[config.mk]
export PLATFORM = sky130hd
export DESIGN_NAME = sar_adc_sequencer_control
export DESIGN_NICKNAME = d
export VERILOG_FILES = /design/src/inc/sar_adc_pkg.sv /design/src/core/adc_clk_divider.sv /design/src/core/adc_result_store.sv /design/src/core/sar_adc_sequencer_control.sv
export SDC_FILE = /design/constraint.sdc
export NUM_CORES = 1
export LEC_CHECK = 0
export ABC_AREA = 1
export BUFFER_PORTS_ARGS = -buffer_cell sky130_fd_sc_hd__buf_2
export CORE_ASPECT_RATIO = 1.25
export CORE_MARGIN = 1.5
export CORE_UTILIZATION = 52
export CTS_BUF_LIST = sky130_fd_sc_hd__clkbuf_4 sky130_fd_sc_hd__clkbuf_8
export DETAILED_ROUTE_END_ITERATION = 8
export HOLD_SLACK_MARGIN = 0.15
export PLACE_DENSITY_LB_ADDON = 0.1
export RECOVER_POWER = 100
export SYNTH_ARGS = -nofsm -noshare
export SYNTH_HDL_FRONTEND = slang
export SYNTH_SLANG_ARGS = --single-unit
[constraint.sdc]
create_clock -name clk -period 2.55 [get_ports clk]
set_clock_uncertainty 0.05 [all_clocks]
set_input_delay 0.255 -clock clk [delete_from_list [all_inputs] [get_ports clk]]
set_output_delay 0.255 -clock clk [all_outputs]
set_load 0.05 [all_outputs]
[src/inc/sar_adc_pkg.sv]
// Functional notes
// - Every channel conversion yields twelve result bits.
// - One conversion lasts exactly 32 converter clocks.
// - Prescaler divides system clock by 2/4/8/16.
// - Four channels, separately enabled, own results.
// - Channels A and B held before converting.
// - Enabled channels converted one after another.
// - Sequence end raises the converter interrupt event.
// - Power bit seven powers converter, clear powers down.
// - Interrupt enable bit five gates completion request.
// - Go bit four starts sequence, self-clears when done.
// - Software go ignored during hardware-started sequence.
// - Left format: upper eight high, lower four low.
// - Right format: high nibble zero, low byte lower.
// - Channel select bits choose participating channels.
// - New result sets flag; low byte read clears.
// - Set flag blocks overwriting that channel's result.
package sar_adc_pkg;

	// ****************************************
	// Register indices and byte addresses
	// ****************************************
	localparam logic [7:0]  IDX_CFG   = 8'hA9;
	localparam logic [7:0]  IDX_CHAN  = 8'hB9;
	localparam logic [7:0]  IDX_A_LO  = 8'hBA;
	localparam logic [7:0]  IDX_A_HI  = 8'hBB;
	localparam logic [7:0]  IDX_B_LO  = 8'hBC;
	localparam logic [7:0]  IDX_B_HI  = 8'hBD;
	localparam logic [7:0]  IDX_C_LO  = 8'hBE;
	localparam logic [7:0]  IDX_C_HI  = 8'hBF;
	localparam logic [7:0]  IDX_D_LO  = 8'hAA;
	localparam logic [7:0]  IDX_D_HI  = 8'hAB;
	localparam logic [11:0] ADDR_CFG  = {2'b00, IDX_CFG, 2'b00};
	localparam logic [11:0] ADDR_CHAN = {2'b00, IDX_CHAN, 2'b00};
	localparam logic [11:0] ADDR_A_LO = {2'b00, IDX_A_LO, 2'b00};
	localparam logic [11:0] ADDR_A_HI = {2'b00, IDX_A_HI, 2'b00};
	localparam logic [11:0] ADDR_B_LO = {2'b00, IDX_B_LO, 2'b00};
	localparam logic [11:0] ADDR_B_HI = {2'b00, IDX_B_HI, 2'b00};
	localparam logic [11:0] ADDR_C_LO = {2'b00, IDX_C_LO, 2'b00};
	localparam logic [11:0] ADDR_C_HI = {2'b00, IDX_C_HI, 2'b00};
	localparam logic [11:0] ADDR_D_LO = {2'b00, IDX_D_LO, 2'b00};
	localparam logic [11:0] ADDR_D_HI = {2'b00, IDX_D_HI, 2'b00};

	// ****************************************
	// Field positions and reset values
	// ****************************************
	localparam int         POWER_BIT   = 7;
	localparam int         IRQ_EN_BIT  = 5;
	localparam int         GO_BIT      = 4;
	localparam int         JUSTIFY_BIT = 3;
	localparam int         DIV_HI_BIT  = 1;
	localparam int         DIV_LO_BIT  = 0;
	localparam logic [7:0] CFG_RESET   = 8'h00;
	localparam logic [3:0] CHAN_RESET  = 4'h0;

	// ****************************************
	// Conversion timing
	// ****************************************
	localparam int         RESULT_BITS  = 12;
	localparam int         NUM_CHANS    = 4;
	localparam logic [4:0] CONV_LAST    = 5'd31;
	localparam logic [4:0] SAMPLE_LAST  = 5'd19;
	localparam logic [4:0] DECIDE_FIRST = 5'd20;
	localparam logic [3:0] DIV_LAST_2   = 4'd1;
	localparam logic [3:0] DIV_LAST_4   = 4'd3;
	localparam logic [3:0] DIV_LAST_8   = 4'd7;
	localparam logic [3:0] DIV_LAST_16  = 4'd15;
	localparam logic [11:0] SAR_FIRST   = 12'h0_800;

	typedef enum logic [3:0] {
		S_IDLE = 4'b0001,
		S_HOLD = 4'b0010,
		S_CONV = 4'b0100,
		S_DONE = 4'b1000
	} seq_state_e;

endpackage : sar_adc_pkg

[src/core/adc_clk_divider.sv]
module adc_clk_divider
	import sar_adc_pkg::*;
(
	// Clock and reset
	input  wire logic       clk,
	input  wire logic       arst_n,
	input  wire logic       ce,
	// Control
	input  wire logic       run,
	input  wire logic [1:0] divSel,
	// Converter clock
	output logic            tick,
	output logic            adcClk
);

	logic [3:0] cnt_q;
	logic [3:0] lim;
	logic       clk_q;

	// ****************************************
	// Divide ratio select
	// ****************************************
	always_comb begin
		case (divSel)
			2'b00:   lim = DIV_LAST_2;
			2'b01:   lim = DIV_LAST_4;
			2'b10:   lim = DIV_LAST_8;
			default: lim = DIV_LAST_16;
		endcase
	end

	assign tick   = run && ce && (cnt_q == lim);
	assign adcClk = clk_q;

	always_ff @(posedge clk or negedge arst_n) begin
		if (!arst_n) begin
			cnt_q <= 4'h0;
		end else if (ce) begin
			if (!run || cnt_q >= lim) begin
				cnt_q <= 4'h0;
			end else begin
				cnt_q <= cnt_q + 4'd1;
			end
		end
	end

	// High in the second half of each period, falling after the tick
	always_ff @(posedge clk or negedge arst_n) begin
		if (!arst_n) begin
			clk_q <= 1'b0;
		end else if (ce) begin
			clk_q <= run && (cnt_q >= (lim >> 1)) && (cnt_q != lim);
		end
	end

endmodule : adc_clk_divider

[src/core/adc_result_store.sv]
module adc_result_store
	import sar_adc_pkg::*;
(
	// Clock and reset
	input  wire logic                   clk,
	input  wire logic                   arst_n,
	input  wire logic                   ce,
	// Write port
	input  wire logic                   wrEn,
	input  wire logic [1:0]             wrAddr,
	input  wire logic [RESULT_BITS-1:0] wrData,
	// Read port
	input  wire logic [1:0]             rdAddr,
	output logic      [RESULT_BITS-1:0] rdData
);

	logic [RESULT_BITS-1:0] mem_q [NUM_CHANS];
	logic [RESULT_BITS-1:0] rd_q;

	assign rdData = rd_q;

	// One word per channel
	always_ff @(posedge clk or negedge arst_n) begin
		if (!arst_n) begin
			for (int i = 0; i < NUM_CHANS; i++) begin
				mem_q[i] <= '0;
			end
		end else if (ce && wrEn) begin
			mem_q[wrAddr] <= wrData;
		end
	end

	always_ff @(posedge clk or negedge arst_n) begin
		if (!arst_n) begin
			rd_q <= '0;
		end else if (ce) begin
			rd_q <= mem_q[rdAddr];
		end
	end

endmodule : adc_result_store

[src/core/sar_adc_sequencer_control.sv]
module sar_adc_sequencer_control
	import sar_adc_pkg::*;
(
	// Clock and reset
	input  wire logic        clk,
	input  wire logic        arst_n,
	input  wire logic        ce,
	// APB slave
	input  wire logic        psel,
	input  wire logic        penable,
	input  wire logic        pwrite,
	input  wire logic [11:0] paddr,
	input  wire logic [31:0] pwdata,
	output logic      [31:0] prdata,
	output logic             pready,
	output logic             pslverr,
	// Trigger and event
	input  wire logic        hwTrigger,
	output logic             completionIrq,
	// Analog core
	input  wire logic        anaCmp,
	output logic             adcPowerOn,
	output logic             adcClk,
	output logic             holdA,
	output logic             holdB,
	output logic             sampleEn,
	output logic      [1:0]  chanSel,
	output logic      [11:0] dacCode
);

	// ****************************************
	// Decode helpers
	// ****************************************
	// {isResult, isHigh, channel}
	function automatic logic [3:0] resultSlot(input logic [11:0] a);
		case (a)
			ADDR_A_LO: resultSlot = 4'b1000;
			ADDR_A_HI: resultSlot = 4'b1100;
			ADDR_B_LO: resultSlot = 4'b1001;
			ADDR_B_HI: resultSlot = 4'b1101;
			ADDR_C_LO: resultSlot = 4'b1010;
			ADDR_C_HI: resultSlot = 4'b1110;
			ADDR_D_LO: resultSlot = 4'b1011;
			ADDR_D_HI: resultSlot = 4'b1111;
			default:   resultSlot = 4'b0000;
		endcase
	endfunction : resultSlot

	// {found, channel}: lowest enabled channel at or above start
	function automatic logic [2:0] firstFrom(input logic [3:0] en,
			input logic [2:0] start);
		firstFrom = 3'b000;
		for (int i = NUM_CHANS - 1; i >= 0; i--) begin
			if (en[i] && (i >= int'(start))) begin
				firstFrom = {1'b1, 2'(i)};
			end
		end
	endfunction : firstFrom

	// ****************************************
	// State
	// ****************************************
	seq_state_e  state_q;
	logic        powerOn_q;
	logic        irqEn_q;
	logic        go_q;
	logic        justify_q;
	logic [1:0]  divSel_q;
	logic [3:0]  chanEn_q;
	logic [3:0]  flag_q;
	logic [1:0]  chan_q;
	logic [4:0]  cnt_q;
	logic [11:0] sar_q;
	logic        irq_q;
	logic        wait_q;
	logic [31:0] prdata_q;
	logic        err_q;
	logic        cmpMeta_q;
	logic        cmpSync_q;
	logic [1:0]  rdSlot_q;

	logic        tick;
	logic        apbDone;
	logic        wrCfg;
	logic        wrChan;
	logic        idle;
	logic        hwStart;
	logic        swStart;
	logic        convEnd;
	logic        resultWr;
	logic [11:0] sarNext;
	logic [2:0]  first;
	logic [2:0]  next;
	logic [3:0]  slot;
	logic [3:0]  loRead;
	logic [11:0] memRd;
	logic [15:0] fmt;

	// ****************************************
	// Comparator synchroniser
	// ****************************************
	always_ff @(posedge clk or negedge arst_n) begin
		if (!arst_n) begin
			cmpMeta_q <= 1'b0;
			cmpSync_q <= 1'b0;
		end else if (ce) begin
			cmpMeta_q <= anaCmp;
			cmpSync_q <= cmpMeta_q;
		end
	end

	adc_clk_divider u_div (
		.clk    (clk),
		.arst_n (arst_n),
		.ce     (ce),
		.run    (powerOn_q),
		.divSel (divSel_q),
		.tick   (tick),
		.adcClk (adcClk)
	);

	// ****************************************
	// APB access: two-cycle access phase
	// ****************************************
	assign pready  = psel && penable && wait_q;
	assign pslverr = pready && err_q;
	assign prdata  = prdata_q;
	assign apbDone = pready && ce;
	assign wrCfg   = apbDone && pwrite && !err_q && (paddr == ADDR_CFG);
	assign wrChan  = apbDone && pwrite && !err_q && (paddr == ADDR_CHAN);
	assign slot    = resultSlot(paddr);
	always_ff @(posedge clk or negedge arst_n) begin
		if (!arst_n) begin
			wait_q <= 1'b0;
			err_q  <= 1'b0;
		end else if (ce) begin
			wait_q <= psel && penable && !wait_q;
			err_q  <= !(slot[3] || paddr == ADDR_CFG || paddr == ADDR_CHAN);
		end
	end

	always_ff @(posedge clk or negedge arst_n) begin
		if (!arst_n) begin
			rdSlot_q <= 2'b00;
		end else if (ce && psel && !penable) begin
			rdSlot_q <= slot[1:0];
		end
	end

	adc_result_store u_store (
		.clk    (clk),
		.arst_n (arst_n),
		.ce     (ce),
		.wrEn   (resultWr),
		.wrAddr (chan_q),
		.wrData (sarNext),
		.rdAddr (psel && !penable ? slot[1:0] : rdSlot_q),
		.rdData (memRd)
	);

	// Justified result, {high byte, low byte}
	assign fmt = justify_q ? {memRd, 4'h0} : {4'h0, memRd};
	always_ff @(posedge clk or negedge arst_n) begin
		if (!arst_n) begin
			prdata_q <= 32'h0000_0000;
		end else if (ce && psel && penable && !wait_q) begin
			prdata_q <= 32'h0000_0000;
			if (!pwrite && paddr == ADDR_CFG) begin
				prdata_q[7:0] <= {powerOn_q, 1'b0, irqEn_q, go_q,
						justify_q, 1'b0, divSel_q};
			end else if (!pwrite && paddr == ADDR_CHAN) begin
				prdata_q[7:0] <= {chanEn_q[0], chanEn_q[1], chanEn_q[2],
						chanEn_q[3], flag_q[0], flag_q[1], flag_q[2],
						flag_q[3]};
			end else if (!pwrite && slot[3]) begin
				prdata_q[7:0] <= slot[2] ? fmt[15:8] : fmt[7:0];
			end
		end
	end

	// ****************************************
	// Configuration and channel select
	// ****************************************
	always_ff @(posedge clk or negedge arst_n) begin
		if (!arst_n) begin
			powerOn_q <= CFG_RESET[POWER_BIT];
			irqEn_q   <= CFG_RESET[IRQ_EN_BIT];
			justify_q <= CFG_RESET[JUSTIFY_BIT];
			divSel_q  <= {CFG_RESET[DIV_HI_BIT], CFG_RESET[DIV_LO_BIT]};
		end else if (wrCfg) begin
			powerOn_q <= pwdata[POWER_BIT];
			irqEn_q   <= pwdata[IRQ_EN_BIT];
			justify_q <= pwdata[JUSTIFY_BIT];
			divSel_q  <= {pwdata[DIV_HI_BIT], pwdata[DIV_LO_BIT]};
		end
	end

	always_ff @(posedge clk or negedge arst_n) begin
		if (!arst_n) begin
			chanEn_q <= CHAN_RESET;
		end else if (wrChan) begin
			chanEn_q <= {pwdata[4], pwdata[5], pwdata[6], pwdata[7]};
		end
	end

	// ****************************************
	// Start requests
	// ****************************************
	assign idle    = (state_q == S_IDLE);
	assign hwStart = ce && hwTrigger && powerOn_q && idle;
	assign swStart = wrCfg && pwdata[GO_BIT] && powerOn_q && idle
			&& !hwTrigger;

	// Set only from idle, cleared only at sequence end or abort
	always_ff @(posedge clk or negedge arst_n) begin
		if (!arst_n) begin
			go_q <= CFG_RESET[GO_BIT];
		end else if (ce) begin
			if (swStart) begin
				go_q <= 1'b1;
			end else if (state_q == S_DONE || !powerOn_q) begin
				go_q <= 1'b0;
			end
		end
	end

	// ****************************************
	// Successive approximation
	// ****************************************
	always_comb begin
		logic [3:0] bitIdx;
		bitIdx  = 4'(CONV_LAST - cnt_q);
		sarNext = sar_q;
		if (cnt_q == SAMPLE_LAST) begin
			sarNext = SAR_FIRST;
		end else if (cnt_q >= DECIDE_FIRST) begin
			if (!cmpSync_q) begin
				sarNext[bitIdx] = 1'b0;
			end
			if (bitIdx != 4'd0) begin
				sarNext[bitIdx - 4'd1] = 1'b1;
			end
		end
	end

	assign convEnd  = tick && (state_q == S_CONV) && (cnt_q == CONV_LAST);
	assign resultWr = convEnd && !flag_q[chan_q];
	assign first    = firstFrom(chanEn_q, 3'd0);
	assign next     = firstFrom(chanEn_q, {1'b0, chan_q} + 3'd1);
	always_ff @(posedge clk or negedge arst_n) begin
		if (!arst_n) begin
			sar_q <= 12'h0_000;
		end else if (ce && tick && state_q == S_CONV) begin
			sar_q <= sarNext;
		end
	end

	// ****************************************
	// Sequencer
	// ****************************************
	always_ff @(posedge clk or negedge arst_n) begin
		if (!arst_n) begin
			state_q <= S_IDLE;
			chan_q  <= 2'b00;
			cnt_q   <= 5'd0;
		end else if (ce) begin
			if (!powerOn_q) begin
				state_q <= S_IDLE;
			end else begin
				case (state_q)
					S_IDLE: begin
						if (hwStart || swStart) begin
							state_q <= S_HOLD;
						end
					end
					S_HOLD: begin
						if (tick) begin
							cnt_q <= 5'd0;
							chan_q <= first[1:0];
							state_q <= first[2] ? S_CONV : S_DONE;
						end
					end
					S_CONV: begin
						if (convEnd) begin
							cnt_q <= 5'd0;
							chan_q <= next[1:0];
							state_q <= next[2] ? S_CONV : S_DONE;
						end else if (tick) begin
							cnt_q <= cnt_q + 5'd1;
						end
					end
					default: begin // DONE lasts one cycle
						state_q <= S_IDLE;
					end
				endcase
			end
		end
	end

	// ****************************************
	// Completion flags: set wins over clear
	// ****************************************
	assign loRead = (apbDone && !pwrite && slot[3] && !slot[2])
			? (4'b0001 << slot[1:0]) : 4'b0000;
	always_ff @(posedge clk or negedge arst_n) begin
		if (!arst_n) begin
			flag_q <= 4'h0;
		end else if (ce) begin
			for (int i = 0; i < NUM_CHANS; i++) begin
				if (resultWr && chan_q == 2'(i)) begin
					flag_q[i] <= 1'b1;
				end else if (loRead[i]) begin
					flag_q[i] <= 1'b0;
				end
			end
		end
	end

	always_ff @(posedge clk or negedge arst_n) begin
		if (!arst_n) begin
			irq_q <= 1'b0;
		end else if (ce) begin
			irq_q <= (state_q == S_DONE) && powerOn_q && irqEn_q;
		end
	end

	// ****************************************
	// Analog core controls
	// ****************************************
	assign completionIrq = irq_q;
	assign adcPowerOn    = powerOn_q;
	assign holdA         = !idle;
	assign holdB         = !idle;
	assign sampleEn      = (state_q == S_CONV) && (cnt_q <= SAMPLE_LAST);
	assign chanSel       = chan_q;
	assign dacCode       = sar_q;
endmodule : sar_adc_sequencer_control

# [Word level (Yosys, flattened, before mapping)]
# Cells that the tools add are included.
[classes] mux=60 mul=0 n_reduce_logical=83 n_eq_ne=29 n_shift=1 bitwise=5 order_cmp=16 addsub=5 div_mod_pow=0
[ops] operator="== test 12 x 10 -> 1 bit (second input constant)" n=10
[ops] operator="2-to-1 mux 12 bit" n=9
[ops] operator="logical AND 1 bit" n=51
[ops] operator="bitwise mux 48 bit" n=1
[ops] operator="2-to-1 mux 4 bit" n=8
[ops] operator="2-to-1 mux 8 bit" n=4
[ops] operator="one-hot mux 4 bit (8 select lines)" n=1
[ops] operator="binary-select mux 12 bit (select 2 bit)" n=1
[ops] operator="demux 12 bit (select 2 bit)" n=1
[ops] operator="2-to-1 mux 3 bit" n=8
[ops] operator="one-hot mux 4 bit (3 select lines)" n=2
[ops] operator="2-to-1 mux 16 bit" n=1
[ops] operator="2-to-1 mux 5 bit" n=3
[ops] operator="2-to-1 mux 1 bit" n=13
[ops] operator="bitwise AND 12 bit" n=1
[ops] operator="NOT 12 bit" n=1
[ops] operator="OR 12 bit" n=1
[ops] operator="nonzero test 2 bit" n=6
[ops] operator="== test 5 bit (second input constant)" n=2
[ops] operator="logical NOT 1 bit" n=10
[ops] operator="less-than comparator 4 x 5 -> 1 bit (second input constant)" n=2
[ops] operator="one-hot mux 5 bit (2 select lines)" n=1
[ops] operator="AND reduction 2 bit" n=5
[ops] operator="AND reduction 5 bit" n=2
[ops] operator="36 further kinds" n=55
[word_totals] mem_bits_rw=0 mem_count=0 input_bits=52 reg_bits=117 word_cells=227 latch_bits=0 rom_bits=0

# [Longest topological paths before layout]
# Gate-level depths: netlist (run 1).
[logic_depth] word_depth=15 mapped_depth=15 ltp_nobuf=13

# [Cells and area by module]
# From an unflattened synthesis (run 1), not the netlist that was laid out.
[hier_totals] cells_unflattened=938 area_unflattened_um2=6879.1
[by_module_without_submodules] module="sar_adc_sequencer_control" area_each_um2=3666.0 n_inst=1 seq_area_each_um2=1302.5 cells_per_inst=512
[by_module_without_submodules] module="adc_result_store" area_each_um2=2782.7 n_inst=1 seq_area_each_um2=1501.4 cells_per_inst=364
[by_module_without_submodules] module="adc_clk_divider" area_each_um2=430.4 n_inst=1 seq_area_each_um2=125.1 cells_per_inst=62

# [Worst setup path before layout (run 1)]
# Ideal clock, no wire load.
[synth_path] path_kind="reg-to-output" from="register wait_q" to="output pslverr" arrival_ns=1.955 path_slack_ns=0.290 path_stages_with_launch=3 cell_sequence="dfrtp_1 -> inv_1 -> nor4_1"
[synth_between] elab_chain_cells=2
[synth_lines] item="from (decl)" line="sar_adc_sequencer_control.sv:75" source="logic wait_q;"
[synth_lines] item="from (signal assigned)" line="sar_adc_sequencer_control.sv:137" source="wait_q <= psel && penable && !wait_q;"
[synth_lines] item="logical AND 1 bit" line="sar_adc_sequencer_control.sv:125" source="assign pready = psel && penable && wait_q;"
[synth_lines] item="logical AND 1 bit" line="sar_adc_sequencer_control.sv:126" source="assign pslverr = pready && err_q;"
[synth_lines] item="to (decl)" line="sar_adc_sequencer_control.sv:16" source="output logic pslverr,"
# Every way passes these cells.

# [Final worst setup path (run 1)]
[layout_path] from="input ce" to="register go_q"
[layout_between] elab_chain_cells=10 word_cells_on_any_way=11
[layout_lines] item="from (decl)" line="sar_adc_sequencer_control.sv:7" source="input wire logic ce,"
[layout_lines] item="logical AND 1 bit" line="sar_adc_sequencer_control.sv:128" source="assign apbDone = pready && ce;"
[layout_lines] item="logical AND 1 bit (3 in a row)" line="sar_adc_sequencer_control.sv:129" source="assign wrCfg = apbDone && pwrite && !err_q && (paddr == ADDR_CFG);"
[layout_lines] item="logical AND 1 bit (3 in a row)" line="sar_adc_sequencer_control.sv:211" source="assign swStart = wrCfg && pwdata[GO_BIT] && powerOn_q && idle"
[layout_lines] item="logical AND 1 bit" line="sar_adc_sequencer_control.sv:212" source="&& !hwTrigger;"
[layout_lines] item="nonzero test 2 bit (no source line)"
[layout_lines] item="AND reduction 2 bit (no source line)"
[layout_lines] item="to (signal assigned)" line="sar_adc_sequencer_control.sv:217" source="go_q <= CFG_RESET[GO_BIT];"
[layout_lines] item="to (decl)" line="sar_adc_sequencer_control.sv:66" source="logic go_q;"
# Parallel ways exist; a longest one is shown, timed or not.
# A chain may end at the register's enable or synchronous reset.

==> flow_summary.ini, run 1 <==
[outcome]
status = finished, final reports clean

[grt]
grt_pass1_wl_mm = 26.3
antenna_found_initial = 0
grt_use_total = 0.243
grt_remaining_overflow = 0
grt_pass1_vias = 5410
grt_max_degree = 55

[floorplanning]
core_area_um2 = 12700
fp-row-count = 46
start_util = 0.530
die_area_um2 = 13600
die_h_um = 130
io_pins = 106
die_width_um = 105

[detailed_routing]
dr.pass1.iters = 5
viasPerCell = 4.96
drc = 0
wl_per_cell_um = 13.4
vias = 5864
drt_iter0_drc = 303
ant_nets = 0
wirelength_mm = 15.8

[power_and_ir_drop]
power_per_cell_area_nw_per_um2 = 548
irDropWorstVdd_mv = 0.411
p_total_mw = 4.14
power_leakage_nw = 3.87

[clocking]
cts_tree = yes
clock_sinks = 117
clk-insertion-delay-late_ns = 0.44
root_buffer = clkbuf_8
path_clk_slew_ns = 0.07
cts_max_level = 4
cts_buffers = 17
cts_max_path_buffers = 2

[synth]
synthArstFlopShare = 1.00
synth_edf_count = 0
syn_avg_cell_area_um2 = 7.23
synth_cell_type_count = 40
yosysWarnings = 0
ys_ff_latch = 117
synth_flop_cell = dfrtp_1
synth_seq_area_share = 0.436
netlist_instances = 929
synth_area_um2 = 6710

[sta]
setup_tns_ns = 0
period_share = 0.939
hold_viol_final = 0
finalCriticalPeriod_ns = 2.39
rsz0062_at_grt = false
slew_violations = 0
max_freq_ghz = 0.418
setup_viol = 0
slew_headroom = 0.261
setup_ws_ns = 0.156
whs_ns = 0.207
worst_pin_slew_ns = 1.11

[setup_path]
startpoint_type = input port
crit_top_cell = dlygate4sd3_1
worstSetupEndpointType = register
endpoint = go_q$_DFFE_PN0P_
path_cells = dlygate4sd3_1 -> clkbuf_1 -> nand4_1 -> nor3_2 -> nand2_1 -> o31ai_1 -> dlygate4sd3_1
cp_max_fo = 9
worstSetupStartpoint = ce
cp_data_required_time_ns = 2.87
r2r_slack_ns = 0.23
crit_arrival_ns = 2.71
cpPeakStageDelay_ns = 0.59
r2r-end = u_store.mem_q[28]$_DFFE_PN0P_
path_class = in -> reg
reg2reg_depth = 13
worstReg2RegStart = divSel_q[1]$_DFFE_PN0N_
slowest_stage = dlygate4sd3_1

[min_path]
hold_path.class = in -> reg
worstHoldStart = paddr[3]
min_path_cells = 4

[final_layout]
n_antenna_cell = 0
num-fill-cells = 1219
fin_area_um2 = 7560
drive_gt1_frac = 0.0957
utilization = 0.597
area_growth_pct = 12.5
layout.nets = 1065
fin_cells = 1182

[placed_design]
dpl_cell_area_um2 = 7070
pre_cts_ws_ns = 0.257
port-buffer-count = 56
dp.cells = 1136
gp_congestion = 0.882
dpl.hpwl_mm = 11.1

[job]
maxCapViolCount = 0
area by class of cell:
| type | count | area, um2 | share of cell area |
|---|---|---|---|
| Inverter | 135 | 507 | 0.0671 |
| Tap cell | 168 | 210 | 0.0278 |
| Clock buffer | 19 | 255 | 0.0338 |
| Multi-Input combinational cell | 645 | 3000 | 0.397 |
| Clock inverter | 13 | 158 | 0.0209 |
| Timing Repair Buffer | 85 | 498 | 0.0659 |
| Sequential cell | 117 | 2930 | 0.388 |
logic make-up (layout without fill, tap and decap cells):
logic type / count (synthesis) / count (layout) / synth area share
flip-flops: 117 / 117 / 0.436
other: 1 / 24 / 0.000559
AO/OA/AOI/OAI: 158 / 158 / 0.124
adder cells (fa/ha/maj): 12 / 12 / 0.0224
multiplexers: 4 / 4 / 0.00652
AND/OR/NAND/NOR: 444 / 444 / 0.278
XOR/XNOR: 3 / 3 / 0.00391
buffers and inverters: 190 / 252 / 0.129
cell usage after synthesis, drive strengths merged (2+ instances only):
master  number  area [um2]
o21bai       3        22.5
nor3         4        25.0
or2          4        25.0
buf         48         333
nand3       77         395
nor4         4        55.1
nand4        4        25.0
dfrtp      116        2900
o31ai        2        15.0
o21ai      137         686
nand2      309        1180
mux2         3        33.8
inv        133         499
a21oi        9        48.8
xor2         3        26.3
clkinv       2        7.51
ha          12         150
nor2        42         163
clkbuf       7        26.3
sequential cells by signal (all words and copies together), names as in the netlist, 2 cells and up:
register / count
u_div.cnt_q: 4
chanEn_q: 4
divSel_q: 2
rdSlot_q: 2
state_q: 4
chanSel: 2
dacCode: 12
u_store.rdData: 12
cnt_q: 5
flag_q: 4
prdata: 8
u_store.mem_q: 48
per-layer routing:
metal | vias up | GRT usage | wire length, um
li1 | 3035 | - | -
met2 | 161 | 0.401 | 7510
met4 | 0 | 0.103 | 362
met5 | - | 0 | 0
met3 | 34 | 0.0380 | 733
met1 | 2634 | 0.323 | 7190
cell usage in the layout, fill, tap and decap left out, types with 3 or more instances in the layout:
master / instances
inv_1: 131
dfrtp_1: 116
ha_1: 12
o21ai_1: 24
buf_2: 25
nand3_1: 75
a21oi_1: 8
xor2_1: 3
nor3_1: 3
o21ai_0: 113
o21bai_1: 3
clkbuf_1: 31
dlygate4sd3_1: 13
conb_1: 24
nand4_1: 4
mux2_2: 3
nand2_2: 6
clkinv_2: 4
clkbuf_2: 4
bufinv_16: 3
clkbuf_8: 18
clkinvlp_4: 4
nor2_1: 40
nand2_1: 303
buf_4: 9
or2_2: 4
how the worst min path moves through the flow:
stage,to
final,rdSlot_q[0]$_DFFE_PN0P_
after global routing,prdata[3]$_DFFE_PN0P_
after CTS,rdSlot_q[0]$_DFFE_PN0P_
after detailed placement,rdSlot_q[1]$_DFFE_PN0P_
after global placement,rdSlot_q[1]$_DFFE_PN0P_
after floorplan,adcPowerOn$_DFFE_PN0N_
timing repair:
action,CTS,global route
buffers inserted,0,1
endpoints found under the hold margin,51,0
endpoints found under the setup margin,0,6
hold buffers,13,0
gates resized for setup,0,2
power breakdown:
group	internal (mW)	leakage (nW)	total, mW	switching [mW]
logic	0.125	2.12	0.443	0.318
registers	1.89	1.55	1.92	0.0266
clock network	0.997	0.201	1.78	0.779
total	3.02	3.87	4.14	1.12
worst max-delay path, delay by kind of cell:
family / cells / cell delay [ns]
AO/OA/AOI/OAI: 1 / 0.32
buffers and inverters: 3 / 1.50
AND/OR/NAND/NOR: 3 / 0.63
Power figures use the tool's default switching activity.
==> inputs of run 2 (changes only) <==
--- a/config.mk
+++ b/config.mk
@@ -14,7 +14,7 @@
 export DETAILED_ROUTE_END_ITERATION = 8
 export HOLD_SLACK_MARGIN = 0.15
 export PLACE_DENSITY_LB_ADDON = 0.1
-export RECOVER_POWER = 100
+export RECOVER_POWER = 25
 export SYNTH_ARGS = -nofsm -noshare
 export SYNTH_HDL_FRONTEND = slang
 export SYNTH_SLANG_ARGS = --single-unit
==> flow_summary.ini, run 2 (synthesized netlist as in run 1, its figures left out) <==
[outcome]
status = finished, final reports clean

[placed_design]
dpl.hpwl_mm = 11.1
port-buffer-count = 56
gp_congestion = 0.882

[sta]
setup_tns_ns = 0
period_share = 0.912
setup_viol = 0
slew_headroom = 0.263
slew_violations = 0
whs_ns = 0.209
max_freq_ghz = 0.430
worst_pin_slew_ns = 1.10
finalCriticalPeriod_ns = 2.33
hold_viol_final = 0
rsz0062_at_grt = false

[final_layout]
multiInputGateArea_um2 = 3010
drive_gt1_frac = 0.129
layout_commonest_cell = nand2_1
largest_reg_flops = 48
area_growth_pct = 13.4
layout.nets = 1065
final_cell_mix = 302 x nand2_1, 128 x inv_1, 116 x dfrtp_1
regArea_um2 = 2930
n_antenna_cell = 0
regMostFlops = u_store.mem_q
num-fill-cells = 1208

[grt]
grt_max_degree = 55
grt_pass1_wl_mm = 26.3
grt_pass1_vias = 5410
antenna_found_initial = 0
grt_use_total = 0.243
grt_remaining_overflow = 0

[setup_path]
worstSetupEndpointType = register
cpPeakStageDelay_ns = 0.59
r2r_slack_ns = 0.24
startpoint_type = input port
cp.depth = 7
path_cells = dlygate4sd3_1 -> clkbuf_1 -> nand4_1 -> nor3_2 -> nand2_2 -> o31ai_1 -> dlygate4sd3_1
cp_max_fo = 9
reg2reg_depth = 13
crit_top_cell = dlygate4sd3_1
path_class = in -> reg
crit_arrival_ns = 2.64
r2r-end = u_store.mem_q[28]$_DFFE_PN0P_
slowest_stage = dlygate4sd3_1
worstReg2RegStart = divSel_q[1]$_DFFE_PN0N_
worstSetupStartpoint = ce
cp_data_required_time_ns = 2.86
crit_buf_inv = 3
path_delay_family = buffers and inverters

[floorplanning]
die_area_um2 = 13600
die_width_um = 105
core_area_um2 = 12700
fp-row-count = 46
die_h_um = 130
start_util = 0.530
io_pins = 106

[job]
maxCapViolCount = 0

[clocking]
cts_max_path_buffers = 2
path_clk_slew_ns = 0.07
clk-insertion-delay-late_ns = 0.43
cts_buffers = 17
clock_sinks = 117
cts_max_level = 4
root_buffer = clkbuf_8
cts_tree = yes

[detailed_routing]
wirelength_mm = 15.8
wl_per_cell_um = 13.4
drt_iter0_drc = 274
viasPerCell = 4.97
vias = 5876
ant_nets = 0
drc = 0
dr.pass1.iters = 7

[min_path]
worstHoldStart = paddr[3]
min_to = rdSlot_q[0]$_DFFE_PN0P_
hold_path.class = in -> reg
min_path_cells = 4

[power_and_ir_drop]
power_leakage_nw = 3.99
power_per_cell_area_nw_per_um2 = 544
irDropWorstVdd_mv = 0.411
==> run 2: changes by cell type in the layout (fill, tap and decap cells not counted), moves of 3 or more <==
cell      before  now
inv_2          2    5
clkbuf_1      31    1
buf_4          9   13
clkbuf_2       4    1
buf_2         25   54
inv_1        131  128
==> run 2: cell type report <==
cell class                      count  share of cell area
Inverter                          135              0.0665
Clock inverter                     13              0.0207
Multi-Input combinational cell    645               0.395
Timing Repair Buffer               85              0.0716
Sequential cell                   117               0.385
Tap cell                          168              0.0276
Clock buffer                       19              0.0335
==> run 2: power breakdown <==
group | switching, mW | total, mW | internal [mW]
Combinational | 0.319 | 0.447 | 0.128
Clock | 0.776 | 1.77 | 0.997
Sequential | 0.0270 | 1.92 | 1.89
==> run 2: metrics by stage <==
stage / util / power, mW / std cells / instance area [um2] / worst slack [ns]
after floorplan: - / 2.30 / 952 / 6800 / 0.290
after global placement: 0.558 / 2.39 / 1136 / 7070 / 0.297
after detailed placement: 0.558 / 2.39 / 1136 / 7070 / 0.257
after CTS: 0.601 / 4.19 / 1181 / 7610 / 0.241
after global routing: 0.601 / 4.32 / 1182 / 7610 / 0.0240
final: 0.601 / 4.14 / 1182 / 7610 / 0.224
==> run 2: worst max path at each step <==
stage,endpoint,slack [ns]
3_3_place_gp,u_store.mem_q[23]$_DFFE_PN0P_,0.30
3_5_place_dp,u_store.mem_q[19]$_DFFE_PN0P_,0.26
6_report,go_q$_DFFE_PN0P_,0.22
4_1_cts,u_store.mem_q[16]$_DFFE_PN0P_,0.24
2_1_floorplan,pslverr,0.29
5_1_grt,u_store.mem_q[10]$_DFFE_PN0P_,0.02
==> run 2: worst min-delay path: cells and delay by family <==
family          cells  cell delay (ns)
buf+inv             1             0.11
simple gates        2             0.19
compound gates      1             0.10
==> run 2: timing repair <==
action	in CTS	in global routing
buffers inserted	0	1
resized for setup	0	2
endpoints found under the setup margin	0	6
endpoints found under the hold margin	51	0
hold buffers	13	0
==> run 2: per-layer routing <==
metal  up-vias  global-route usage  share of wire
met3        37              0.0380          0.041
met5         -                   0              0
li1       3037                   -              -
met4         0               0.103          0.024
met2       157               0.401           0.48
met1      2645               0.323           0.46
